**src/common_voltage_code_i2c_pkg.sv**
```systemverilog
// Purpose: shared constants and types of the common-voltage I2C target
// Assumes: system clock of 25 MHz, open-drain bus pins
// Notes:   every offset, field position, code reset value and design timing count lives here; bus idle levels are set where used
package common_voltage_code_i2c_pkg;

    ////////////////////////////////////////////////////////////////////////////
    // bus addressing
    localparam logic [6:0] TARGET_ADDR7   = 7'h4f;
    localparam logic [7:0] ADDR_BYTE_WR   = 8'h9e;
    localparam logic [7:0] ADDR_BYTE_RD   = 8'h9f;
    localparam int         RW_BIT         = 0;
    localparam logic [3:0] BITS_PER_BYTE  = 4'h8;

    ////////////////////////////////////////////////////////////////////////////
    // common_voltage_setting field layout
    localparam int         CODE_MSB       = 7;
    localparam int         CODE_LSB       = 1;
    localparam int         CODE_W         = CODE_MSB - CODE_LSB + 1;
    localparam int         DEST_BIT       = 0;
    localparam logic       DEST_DAC_NV    = 1'b0;
    localparam logic       DEST_DAC_ONLY  = 1'b1;
    localparam logic       FLAG_SAME      = 1'b0;
    localparam logic       FLAG_DIFF      = 1'b1;
    localparam int         CODE_STEPS     = 128;
    localparam logic [6:0] CODE_RESET     = 7'h00;
    localparam logic [7:0] STEP_ONE       = 8'h01;

    ////////////////////////////////////////////////////////////////////////////
    // timing
    localparam int         CLK_FREQ_MHZ     = 25;
    localparam int         NV_WRITE_TIME_US = 5000;
    localparam int         NV_WRITE_CYCLES  = NV_WRITE_TIME_US * CLK_FREQ_MHZ;
    localparam int         SPIKE_TIME_NS    = 50;
    localparam int         CLK_PERIOD_NS    = 1000 / CLK_FREQ_MHZ;
    localparam int         FILTER_CYCLES    = (SPIKE_TIME_NS + CLK_PERIOD_NS - 1) / CLK_PERIOD_NS;

    ////////////////////////////////////////////////////////////////////////////
    // target protocol states
    typedef enum logic [2:0] {
        ST_IDLE      = 3'b000,
        ST_ADDR      = 3'b001,
        ST_ADDR_ACK  = 3'b010,
        ST_WDATA     = 3'b011,
        ST_WDATA_ACK = 3'b100,
        ST_RDATA     = 3'b101,
        ST_RDATA_ACK = 3'b110
    } target_state_t;

endpackage

```
**src/common_voltage_code_i2c_program_slave.sv**
```systemverilog
// Purpose: single-byte I2C target that programs the common-voltage calibration DAC
// Assumes: scl_in and sda_in come straight from pins; sda is open drain
// Notes:   the target never drives scl and never stretches the clock
//
// Summary of operation
// written data byte bits 7..1 carry the 7-bit calibration code.
// read byte bits 7..1 return the stored non-volatile code.
// current steps equal code plus one, out of 128.
// destination bit 0 low updates DAC register and non-volatile copy.
// destination bit 0 high updates only the DAC register.
// read bit 0 is 0 when copies match, 1 when they differ.
// answer address byte 9E for writes and 9F for reads.
// master sends START, address, one data byte, STOP; each byte acknowledged.
// read returns one byte after address ack; master then NACKs and STOPs.
// differing-copy read example conflicts with R2; non-volatile code returned.
// target only, working at both 100 and 400 kbps.
// ignore addressing while a non-volatile write is still completing.
// master must not START again mid-address; here that simply restarts.
// stay busy until the non-volatile copy matches the DAC register.
`timescale 1ns/10ps
module common_voltage_code_i2c_program_slave
    import common_voltage_code_i2c_pkg::*;
#(
    parameter int unsigned NV_CYCLES = NV_WRITE_CYCLES,
    parameter int unsigned FILT_CYC  = FILTER_CYCLES
)
(
    input  wire logic              clk_sys,
    input  wire logic              rst,
    input  wire logic              scl_in,
    input  wire logic              sda_in,
    output logic                   sda_out,
    output logic                   sda_oe,
    output logic [CODE_W-1:0]      common_voltage_code,
    output logic [7:0]             calibrator_output_current,
    output logic [CODE_W-1:0]      nv_code,
    output logic                   codes_differ,
    output logic                   nv_busy
);

    localparam int FW = $clog2(FILT_CYC + 1);
    localparam logic [FW-1:0] FILT_LAST = FW'(FILT_CYC);

    initial
    begin
        if (FILT_CYC < 1 || FILT_CYC > 8)
            $error("common_voltage_code_i2c_program_slave: FILT_CYC must lie in 1..8");
        if (NV_CYCLES < 1)
            $error("common_voltage_code_i2c_program_slave: NV_CYCLES must be at least 1");
        if (CODE_STEPS != (1 << CODE_W))
            $error("common_voltage_code_i2c_program_slave: code width does not match step count");
    end

    function automatic logic addr_hit(input logic [7:0] b);
        addr_hit = (b[7:1] == TARGET_ADDR7);
    endfunction

    ////////////////////////////////////////////////////////////////////////////
    // pin synchronisers and spike filter
    logic [1:0]    pins_s;
    logic [FW-1:0] scl_cnt_r, scl_cnt_nxt, sda_cnt_r, sda_cnt_nxt;
    logic          scl_f_r, scl_f_nxt, sda_f_r, sda_f_nxt;
    logic          scl_d_r, sda_d_r;

    pin_sync #(.WIDTH(2)) u_sync
    (
        .clk_sys (clk_sys),
        .rst     (rst),
        .d       ({scl_in, sda_in}),
        .q       (pins_s)
    );

    // a level change is taken only after it stands FILT_CYC cycles; this kills
    // fast-mode spikes at the cost of that much extra latency per edge
    always_comb
    begin
        scl_cnt_nxt = scl_cnt_r;
        scl_f_nxt   = scl_f_r;
        sda_cnt_nxt = sda_cnt_r;
        sda_f_nxt   = sda_f_r;
        if (pins_s[1] == scl_f_r)
            scl_cnt_nxt = '0;
        else if (scl_cnt_r == FILT_LAST - FW'(1))
        begin
            scl_cnt_nxt = '0;
            scl_f_nxt   = pins_s[1];
        end
        else
            scl_cnt_nxt = scl_cnt_r + FW'(1);
        if (pins_s[0] == sda_f_r)
            sda_cnt_nxt = '0;
        else if (sda_cnt_r == FILT_LAST - FW'(1))
        begin
            sda_cnt_nxt = '0;
            sda_f_nxt   = pins_s[0];
        end
        else
            sda_cnt_nxt = sda_cnt_r + FW'(1);
    end

    always_ff @(posedge clk_sys or posedge rst)
    begin
        if (rst)
        begin
            scl_cnt_r <= '0;
            sda_cnt_r <= '0;
            scl_f_r   <= 1'b1;
            sda_f_r   <= 1'b1;
            scl_d_r   <= 1'b1;
            sda_d_r   <= 1'b1;
        end
        else
        begin
            scl_cnt_r <= scl_cnt_nxt;
            sda_cnt_r <= sda_cnt_nxt;
            scl_f_r   <= scl_f_nxt;
            sda_f_r   <= sda_f_nxt;
            scl_d_r   <= scl_f_r;
            sda_d_r   <= sda_f_r;
        end
    end

    logic scl_rise, scl_fall, bus_start, bus_stop;

    assign scl_rise  = scl_f_r & ~scl_d_r;
    assign scl_fall  = ~scl_f_r & scl_d_r;
    assign bus_start = scl_f_r & scl_d_r & sda_d_r & ~sda_f_r;
    assign bus_stop  = scl_f_r & scl_d_r & ~sda_d_r & sda_f_r;

    ////////////////////////////////////////////////////////////////////////////
    // non-volatile copy
    logic              nv_wr_req_r, nv_wr_req_nxt;
    logic [CODE_W-1:0] nv_wr_data_r, nv_wr_data_nxt;

    nv_store #(.WRITE_CYCLES(NV_CYCLES)) u_nv
    (
        .clk_sys   (clk_sys),
        .rst       (rst),
        .wr_req    (nv_wr_req_r),
        .wr_data   (nv_wr_data_r),
        .rd_data_r (nv_code),
        .busy_r    (nv_busy)
    );

    ////////////////////////////////////////////////////////////////////////////
    // protocol engine
    target_state_t     state_r, state_nxt;
    logic [3:0]        bit_cnt_r, bit_cnt_nxt;
    logic [7:0]        shift_r, shift_nxt;
    logic              rd_mode_r, rd_mode_nxt;
    logic              sda_oe_nxt;
    logic [CODE_W-1:0] dac_r, dac_nxt;

    always_comb
    begin
        state_nxt      = state_r;
        bit_cnt_nxt    = bit_cnt_r;
        shift_nxt      = shift_r;
        rd_mode_nxt    = rd_mode_r;
        sda_oe_nxt     = sda_oe;
        dac_nxt        = dac_r;
        nv_wr_req_nxt  = 1'b0;
        nv_wr_data_nxt = nv_wr_data_r;
        if (bus_stop)
        begin
            state_nxt  = ST_IDLE;
            sda_oe_nxt = 1'b0;
        end
        else if (bus_start)
        begin
            // a START at any point, even mid-address, restarts cleanly
            state_nxt   = ST_ADDR;
            bit_cnt_nxt = '0;
            sda_oe_nxt  = 1'b0;
        end
        else
        begin
            case (state_r)
                ST_IDLE:
                begin
                    sda_oe_nxt = 1'b0;
                end
                ST_ADDR:
                begin
                    if (scl_rise)
                    begin
                        shift_nxt   = {shift_r[6:0], sda_f_r};
                        bit_cnt_nxt = bit_cnt_r + 4'h1;
                    end
                    else if (scl_fall && bit_cnt_r == BITS_PER_BYTE)
                    begin
                        if (addr_hit(shift_r) && !nv_busy)
                        begin
                            rd_mode_nxt = shift_r[RW_BIT];
                            sda_oe_nxt  = 1'b1;
                            state_nxt   = ST_ADDR_ACK;
                        end
                        else
                            state_nxt = ST_IDLE;
                    end
                end
                ST_ADDR_ACK:
                begin
                    if (scl_fall)
                    begin
                        bit_cnt_nxt = '0;
                        if (rd_mode_r)
                        begin
                            // non-volatile code plus mismatch flag
                            shift_nxt  = {nv_code,
                                          (nv_code != dac_r) ? FLAG_DIFF : FLAG_SAME};
                            sda_oe_nxt = ~shift_nxt[7];
                            state_nxt  = ST_RDATA;
                        end
                        else
                        begin
                            sda_oe_nxt = 1'b0;
                            state_nxt  = ST_WDATA;
                        end
                    end
                end
                ST_WDATA:
                begin
                    if (scl_rise)
                    begin
                        shift_nxt   = {shift_r[6:0], sda_f_r};
                        bit_cnt_nxt = bit_cnt_r + 4'h1;
                    end
                    else if (scl_fall && bit_cnt_r == BITS_PER_BYTE)
                    begin
                        sda_oe_nxt = 1'b1;
                        state_nxt  = ST_WDATA_ACK;
                        dac_nxt    = shift_r[CODE_MSB:CODE_LSB];
                        if (shift_r[DEST_BIT] == DEST_DAC_NV)
                        begin
                            nv_wr_req_nxt  = 1'b1;
                            nv_wr_data_nxt = shift_r[CODE_MSB:CODE_LSB];
                        end
                    end
                end
                ST_WDATA_ACK:
                begin
                    // one data byte only: later bytes are left unacknowledged
                    if (scl_fall)
                    begin
                        sda_oe_nxt = 1'b0;
                        state_nxt  = ST_IDLE;
                    end
                end
                ST_RDATA:
                begin
                    if (scl_rise)
                        bit_cnt_nxt = bit_cnt_r + 4'h1;
                    else if (scl_fall)
                    begin
                        if (bit_cnt_r == BITS_PER_BYTE)
                        begin
                            sda_oe_nxt = 1'b0;
                            state_nxt  = ST_RDATA_ACK;
                        end
                        else
                        begin
                            shift_nxt  = {shift_r[6:0], 1'b0};
                            sda_oe_nxt = ~shift_nxt[7];
                        end
                    end
                end
                ST_RDATA_ACK:
                begin
                    // a single byte is offered whether the master acks or not
                    if (scl_rise)
                        state_nxt = ST_IDLE;
                end
                default:
                begin
                    state_nxt  = ST_IDLE;
                    sda_oe_nxt = 1'b0;
                end
            endcase
        end
    end

    // sda changes a few cycles after scl falls, well inside fast-mode valid time
    always_ff @(posedge clk_sys or posedge rst)
    begin
        if (rst)
        begin
            state_r      <= ST_IDLE;
            bit_cnt_r    <= '0;
            shift_r      <= '0;
            rd_mode_r    <= 1'b0;
            sda_oe       <= 1'b0;
            dac_r        <= CODE_RESET;
            nv_wr_req_r  <= 1'b0;
            nv_wr_data_r <= CODE_RESET;
        end
        else
        begin
            state_r      <= state_nxt;
            bit_cnt_r    <= bit_cnt_nxt;
            shift_r      <= shift_nxt;
            rd_mode_r    <= rd_mode_nxt;
            sda_oe       <= sda_oe_nxt;
            dac_r        <= dac_nxt;
            nv_wr_req_r  <= nv_wr_req_nxt;
            nv_wr_data_r <= nv_wr_data_nxt;
        end
    end

    ////////////////////////////////////////////////////////////////////////////
    // DAC-side outputs
    always_ff @(posedge clk_sys or posedge rst)
    begin
        if (rst)
        begin
            sda_out                   <= 1'b0;
            common_voltage_code       <= CODE_RESET;
            calibrator_output_current <= STEP_ONE;
            codes_differ              <= FLAG_SAME;
        end
        else
        begin
            sda_out                   <= 1'b0;
            common_voltage_code       <= dac_r;
            calibrator_output_current <= {1'b0, dac_r} + STEP_ONE;
            codes_differ              <= (nv_code != dac_r) ? FLAG_DIFF : FLAG_SAME;
        end
    end

endmodule

```
**src/nv_store.sv**
```systemverilog
// Purpose: one-word non-volatile copy of the calibration code with a timed program cycle
// Assumes: writes are not requested while busy_r is high
// Notes:   the stored word is itself the read register
`timescale 1ns/10ps
module nv_store
    import common_voltage_code_i2c_pkg::*;
#(
    parameter int unsigned WRITE_CYCLES = NV_WRITE_CYCLES
)
(
    input  wire logic              clk_sys,
    input  wire logic              rst,
    input  wire logic              wr_req,
    input  wire logic [CODE_W-1:0] wr_data,
    output logic      [CODE_W-1:0] rd_data_r,
    output logic                   busy_r
);

    localparam int CNT_W = $clog2(WRITE_CYCLES + 1);
    localparam logic [CNT_W-1:0] CNT_LAST = CNT_W'(WRITE_CYCLES - 1);

    logic [CNT_W-1:0]  cnt_r;
    logic [CNT_W-1:0]  cnt_nxt;
    logic [CODE_W-1:0] pend_r;
    logic [CODE_W-1:0] pend_nxt;
    logic [CODE_W-1:0] rd_data_nxt;
    logic              busy_nxt;

    initial
    begin
        if (WRITE_CYCLES < 1)
            $error("nv_store: WRITE_CYCLES must be at least 1");
    end

    always_comb
    begin
        cnt_nxt     = cnt_r;
        pend_nxt    = pend_r;
        rd_data_nxt = rd_data_r;
        busy_nxt    = busy_r;
        if (!busy_r)
        begin
            if (wr_req)
            begin
                pend_nxt = wr_data;
                cnt_nxt  = '0;
                busy_nxt = 1'b1;
            end
        end
        else if (cnt_r == CNT_LAST)
        begin
            // copy lands and busy drops in the same edge, so busy never
            // ends while the copy still differs from the written code
            rd_data_nxt = pend_r;
            busy_nxt    = 1'b0;
        end
        else
        begin
            cnt_nxt = cnt_r + CNT_W'(1);
        end
    end

    always_ff @(posedge clk_sys or posedge rst)
    begin
        if (rst)
        begin
            cnt_r     <= '0;
            pend_r    <= CODE_RESET;
            rd_data_r <= CODE_RESET;
            busy_r    <= 1'b0;
        end
        else
        begin
            cnt_r     <= cnt_nxt;
            pend_r    <= pend_nxt;
            rd_data_r <= rd_data_nxt;
            busy_r    <= busy_nxt;
        end
    end

endmodule

```
**src/pin_sync.sv**
```systemverilog
// Purpose: two-flop synchroniser for asynchronous pin inputs
// Assumes: inputs are levels, not pulses
// Notes:   the first stage feeds only the second stage
`timescale 1ns/10ps
module pin_sync
#(
    parameter int WIDTH = 2
)
(
    input  wire logic             clk_sys,
    input  wire logic             rst,
    input  wire logic [WIDTH-1:0] d,
    output logic      [WIDTH-1:0] q
);

    logic [WIDTH-1:0] meta_r;

    initial
    begin
        if (WIDTH < 1)
            $error("pin_sync: WIDTH must be at least 1");
    end

    // reset to the idle bus level so no false START appears after reset
    always_ff @(posedge clk_sys or posedge rst)
    begin
        if (rst)
        begin
            meta_r <= '1;
            q      <= '1;
        end
        else
        begin
            meta_r <= d;
            q      <= meta_r;
        end
    end

endmodule

```
**config.mk**
```make
export PLATFORM = sky130hd
export DESIGN_NAME = common_voltage_code_i2c_program_slave
export DESIGN_NICKNAME = d
export VERILOG_FILES = /design/src/common_voltage_code_i2c_pkg.sv /design/src/common_voltage_code_i2c_program_slave.sv /design/src/nv_store.sv /design/src/pin_sync.sv
export SDC_FILE = /design/constraint.sdc
export NUM_CORES = 1
export LEC_CHECK = 0
export BUFFER_PORTS_ARGS = -buffer_cell sky130_fd_sc_hd__buf_4
export CAP_MARGIN = 10
export CORE_MARGIN = 2
export CORE_UTILIZATION = 44
export DETAILED_ROUTE_END_ITERATION = 10
export GPL_ROUTABILITY_DRIVEN = 0
export GPL_TIMING_DRIVEN = 0
export PLACE_DENSITY_LB_ADDON = 0.15
export SLEW_MARGIN = 20
export SYNTH_ARGS = -nofsm -noshare
export SYNTH_HDL_FRONTEND = slang
export SYNTH_SLANG_ARGS = --single-unit
```
**constraint.sdc**
```tcl
create_clock -name clk_sys -period 7.3 [get_ports clk_sys]
set_input_delay 0.73 -clock clk_sys [delete_from_list [all_inputs] [get_ports clk_sys]]
set_output_delay 0.73 -clock clk_sys [all_outputs]
set_load 0.005 [all_outputs]
```
# Word-level counts from Yosys, hierarchy flattened
# Index checks and enable logic that the tools add are counted.
# totals
register_bits,92
in_bits,4
out_inout_bits,26
wordCells,162
# op_classes
muxes,57
add_sub_neg,5
n_eq_ne,36
n_bitwise,20
reduce_logical,21
# op_table
op,count
$mux 17,3
$mux 8,6
$ne 4x4->1 const B,11
$mux 3,13
$pmux 8 s3,1
$mux 1,23
$pmux 3 s7,1
$add 17x1->17 const B,1
$eq 17x17->1 const B,1
$not 1->1,13
$mux 4,3
$ne 2x2->1 const B,6
$reduce_and 6->1,2
$reduce_and 11->1,1
$mux 2,5
$reduce_and 10->1,1
$reduce_and 2->1,5
$eq 3x3->1 const B,3
$ne 3x3->1 const B,3
$reduce_and 9->1,1
$add 7x1->8 const B,1
$pmux 4 s2,1
$and 1x1->1,7
$eq 7x7->1 const B,1
20 further kinds,26

# Depth between registers and ports, before layout
# depth
ltp_word,8
ltp_mapped,9
mapped_depth_nobuf,7

# Modules after synthesis
# A second synthesis with hierarchy kept.
# unflattened
hier_cells,392
hier_area_um2,4331.7
# modules_own_cells
mod,instances,seq_area_each_um2,area_each_um2,cells_each
common_voltage_code_i2c_program_slave,1,1407.6,2715.1,240
nv_store,1,800.8,1507.7,147
pin_sync,1,105.1,108.9,5

# Worst setup path before layout
# Ideal clock, no wire load.
# synth_path
kind,reg-to-reg
from,register u_nv.cnt_r[3]
to,register u_nv.rd_data_r[0]
synth_period_minus_slack_ns,2.121
stages_incl_launch_ff,6
n_path_buf,1
setup_ns,0.125
t_arrival_ns,1.996
setup_slack_ns,5.179
t_required_ns,7.175
cell_sequence,dfrtp_1 > or4_4 > nor4_4 > and4_4 > buf_12 > mux2_4
# synth_via
elab_chain_len,2
# synth_lines
item,line_no,source
"start, declared",nv_store.sv:22,logic [CNT_W-1:0] cnt_r;
"start signal, assigned",nv_store.sv:74,cnt_r <= cnt_nxt;
$eq 17x17->1,nv_store.sv:50,else if (cnt_r == CNT_LAST)
$reduce_and 2->1 (no line),--,
"end signal, assigned",nv_store.sv:76,rd_data_r <= rd_data_nxt;
"end, declared",nv_store.sv:15,"output logic [CODE_W-1:0] rd_data_r,"
# No other way between the ends.
# A chain may end at the register's enable or synchronous reset.

# Worst setup path in the final report
# layout_path
from,register bit_cnt_r[0]
to,register nv_wr_data_r[6]
# layout_via
elab_chain_len,3
# layout_lines
item,line_no,source
"start, declared",common_voltage_code_i2c_program_slave.sv:148,"logic [3:0] bit_cnt_r, bit_cnt_nxt;"
"start signal, assigned",common_voltage_code_i2c_program_slave.sv:300,bit_cnt_r <= bit_cnt_nxt;
$eq 4x4->1,common_voltage_code_i2c_program_slave.sv:229,else if (scl_fall && bit_cnt_r == BITS_PER_BYTE)
$logic_and 1x1->1,common_voltage_code_i2c_program_slave.sv:229,
$reduce_and 6->1 (no line),--,
"end signal, assigned",common_voltage_code_i2c_program_slave.sv:306,nv_wr_data_r <= nv_wr_data_nxt;
"end, declared",common_voltage_code_i2c_program_slave.sv:133,"logic [CODE_W-1:0] nv_wr_data_r, nv_wr_data_nxt;"
# No other way between the ends.

==> out/results.txt <==
Outcome = complete, no violations
CP arrival = 2.57 ns
Pin count of the biggest net entering global routing = 64
Minimum hold slack = 0.325 ns
FMAX = 0.431 GHz
Ys async rst share = 100%
First-pass GRT wire length = 13,700 µm
Total track usage = 17.0%
CTS Root Cell = clkbuf_8
Multi-input gate area = 0.00175 mm²
Nets = 416
FF+latch area = 0.00231 mm²
Pwr Density = 260 mW/mm²
Maximum VDD drop = 114 µV
Hold Buf Count CTS = 0
Rel. slew slack = 59.7%
Final setup vio count = 0
Type of the worst min-delay path = in2async
Area contributors post-synth = dfrtp_1, mux2_2, dfstp_2, nand2_1, mux2i_1
Netlist cell types = 58
Port Buffers = 28
Syn Nets = 376
Max-slew violation count = 0
H-tree levels = 3
Worst clock skew = 0.0107 ns
Post-synthesis sequential area ratio = 55.1%
Area fraction of the dominant cell type after synthesis = 49.5%
Final critical-path required period = 2.32 ns
CP Class = reg2reg
Post-CTS sizing = 0
Initial Util = 45.4%
Layout area overhead = 14.7%
Die footprint = 0.0103 mm²
Die Span X = 102 µm
CP startpoint = bit_cnt_r[0]
Yosys warns = 0
Slew at the pin closest to its max-slew limit = 0.599 ns
Synthesized area = 0.00420 mm²
Drt total wl = 8000 µm
Critical R2R Launch = bit_cnt_r[0]
DRT antenna net count = 0
Final period util = 31.8%
DR pass1 iterations = 4
Worst endpoint required time = 7.55 ns
Worst r2r path cells = 9
Clock buffer depth = 2
Setup TNS = 0 ns
Total gr overflow = 0
Drt drc = 0
DRT iter0 DRCs = 113
Share of cells above drive strength 1 = 25.7%
Unrepaired setup endpoints after global routing = false
Syn Area/Cell = 11.4 µm²
DP HPWL = 5440 µm
Vias = 2,834
Worst skew pair latency = 0.36 ns
Core ar. = 0.00924 mm²
# IOs = 30
Top_reg_cell synth = dfrtp_1
DR WL/cell = 14.8 µm
Leakage dissipation = 2.30 nW
Final Hold Viols = 0
CTS tree = built
Via density = 5.23
Peak fanout along the critical path = 9
CP endpoint kind = flip-flop
Initial antenna violation count = 0
Reg2reg end = nv_wr_data_r[6]
Yosys top cell by area = dfrtp_1
CP Launch Type = flip-flop
Cells after synthesis = 368
Clk slew on worst S/H paths = 0.10 ns
R2R Setup Slk = 4.98 ns
Die span in y = 102 µm
Ant diodes = 0
Postcts setup bufs = 0
Post-synth EDFFs = 0
Register bit total from synthesis = 92
Num CTS Buffers = 9
Max_cap viols = 0
Number of global-route vias before repair = 2,734
Clock sink count = 92
Filler cells = 847
Core Rows = 35
Worst setup path end = nv_wr_data_r[6]
cell usage after synthesis (all sizes together) (2+ instances only):
cell     count
inv         13
o21ai       19
mux2i       10
and3         2
buf          6
nand3       12
o22ai        2
o31ai        2
o211ai       3
a211oi       2
and4         3
nor3b        2
ha           4
dfrtp       83
a31oi        2
dfstp        9
xor2         8
nand2b       4
nand4        6
and2         2
o311a        2
clkbuf       9
nor3         5
xnor2       10
nor4         4
a22oi        3
a21oi        4
a32o         2
nor2        18
nor2b        7
nand3b       2
nand2       53
mux2        36
o2111ai      2
cells by family (layout without fill, tap and decap cells):
kind of cell | after synthesis | in the layout | synth area share (%)
compound gates | 52 | 52 | 8.53
other cells | 1 | 1 | 0.0894
simple gates | 127 | 127 | 15.5
flops | 92 | 92 | 55.1
xor+xnor | 18 | 18 | 3.76
mux | 46 | 46 | 12.6
buf+inv | 28 | 73 | 3.19
fa+ha+maj | 4 | 4 | 1.19
worst min-delay path by stage:
stage               slack (ns)  cells past startpoint             to
finish                    0.33                      2  u_nv.cnt_r[7]
global route              0.33                      2  u_nv.cnt_r[7]
CTS                       0.31                      2  u_nv.cnt_r[7]
detailed placement        0.35                      0    u_sync.q[1]
global placement          0.35                      0    u_sync.q[0]
floorplan                 0.35                      0    u_sync.q[0]
sequential cells by signal, indices dropped and copies added, names as in the netlist:
signal and flops:
bit_cnt_r 4, calibrator_output_current 8, codes_differ 1, common_voltage_code 7
dac_r 7, nv_wr_data_r 7, nv_wr_req_r 1, rd_mode_r 1
scl_cnt_r 2, scl_d_r 1, scl_f_r 1, sda_cnt_r 2
sda_d_r 1, sda_f_r 1, sda_oe 1, shift_r 8
state_r 3, u_nv.busy_r 1, u_nv.cnt_r 17, u_nv.pend_r 7
u_nv.rd_data_r 7, u_sync.meta_r 2, u_sync.q 2
power by group:
part           switching (mW)  internal [mW]
combinational           0.158          0.122
clock                   0.201          0.168
sequential             0.0401          0.560
total                   0.399          0.851
critical path: stages, from the launching register on:
cell      delay [ns]
dfrtp_1         0.43
inv_1           0.07
ha_1            0.14
nand3b_1        0.19
nor2_1          0.23
and3_1          0.18
buf_2           0.21
nor2b_1         0.15
buf_2           0.24
mux2_2          0.36
cells in the final DEF, fill, tap and decap left out, drive strengths merged, types with 2 or more instances in the layout:
cell type and count:
a22oi 3, dfstp 9, a32o 2, and4 3
dfrtp 83, a211oi 2, nand2 53, nor3b 2
a21oi 4, o21ai 19, mux2i 10, clkinv 2
o31ai 2, o211ai 3, buf 35, and3 2
nand2b 4, mux2 36, clkbuf 18, nor4 4
xor2 8, o2111ai 2, nor3 5, nand4 6
o311a 2, nor2 18, nor2b 7, ha 4
nand3 12, a31oi 2, o22ai 2, inv 17
xnor2 10, and2 2, nand3b 2
per-stage QoR:
stage | util (%) | setup slack, ns | power, mW | cells | cell area [µm²]
floorplan | - | 4.19 | 0.820 | 368 | 4200
global placement | 49.4 | 3.06 | 0.882 | 525 | 4570
detailed placement | 49.8 | 5.00 | 0.888 | 526 | 4600
CTS | 52.1 | 4.97 | 1.26 | 542 | 4810
global route | 52.1 | 4.83 | 1.32 | 542 | 4810
finish | 52.1 | 4.98 | 1.25 | 542 | 4810
metal layers:
metal / vias up / global-route usage [%] / routed length [µm]
met2: 71 / 25.2 / 3570
met4: 0 / 6.86 / 125
li1: 1380 / - / -
met5: - / 0 / 0
met1: 1371 / 24.8 / 3970
met3: 12 / 2.62 / 338
layout make-up:
type / instances / share of cell area (%)
Clock inverter: 7 / 1.87
Sequential cell: 92 / 48.1
Buffer: 15 / 1.77
Clock buffer: 9 / 2.57
Multi-Input combinational cell: 248 / 36.3
Inverter: 13 / 1.12
Timing Repair Buffer: 29 / 4.94
Tap cell: 129 / 3.35
Power figures use the tool's default switching activity.
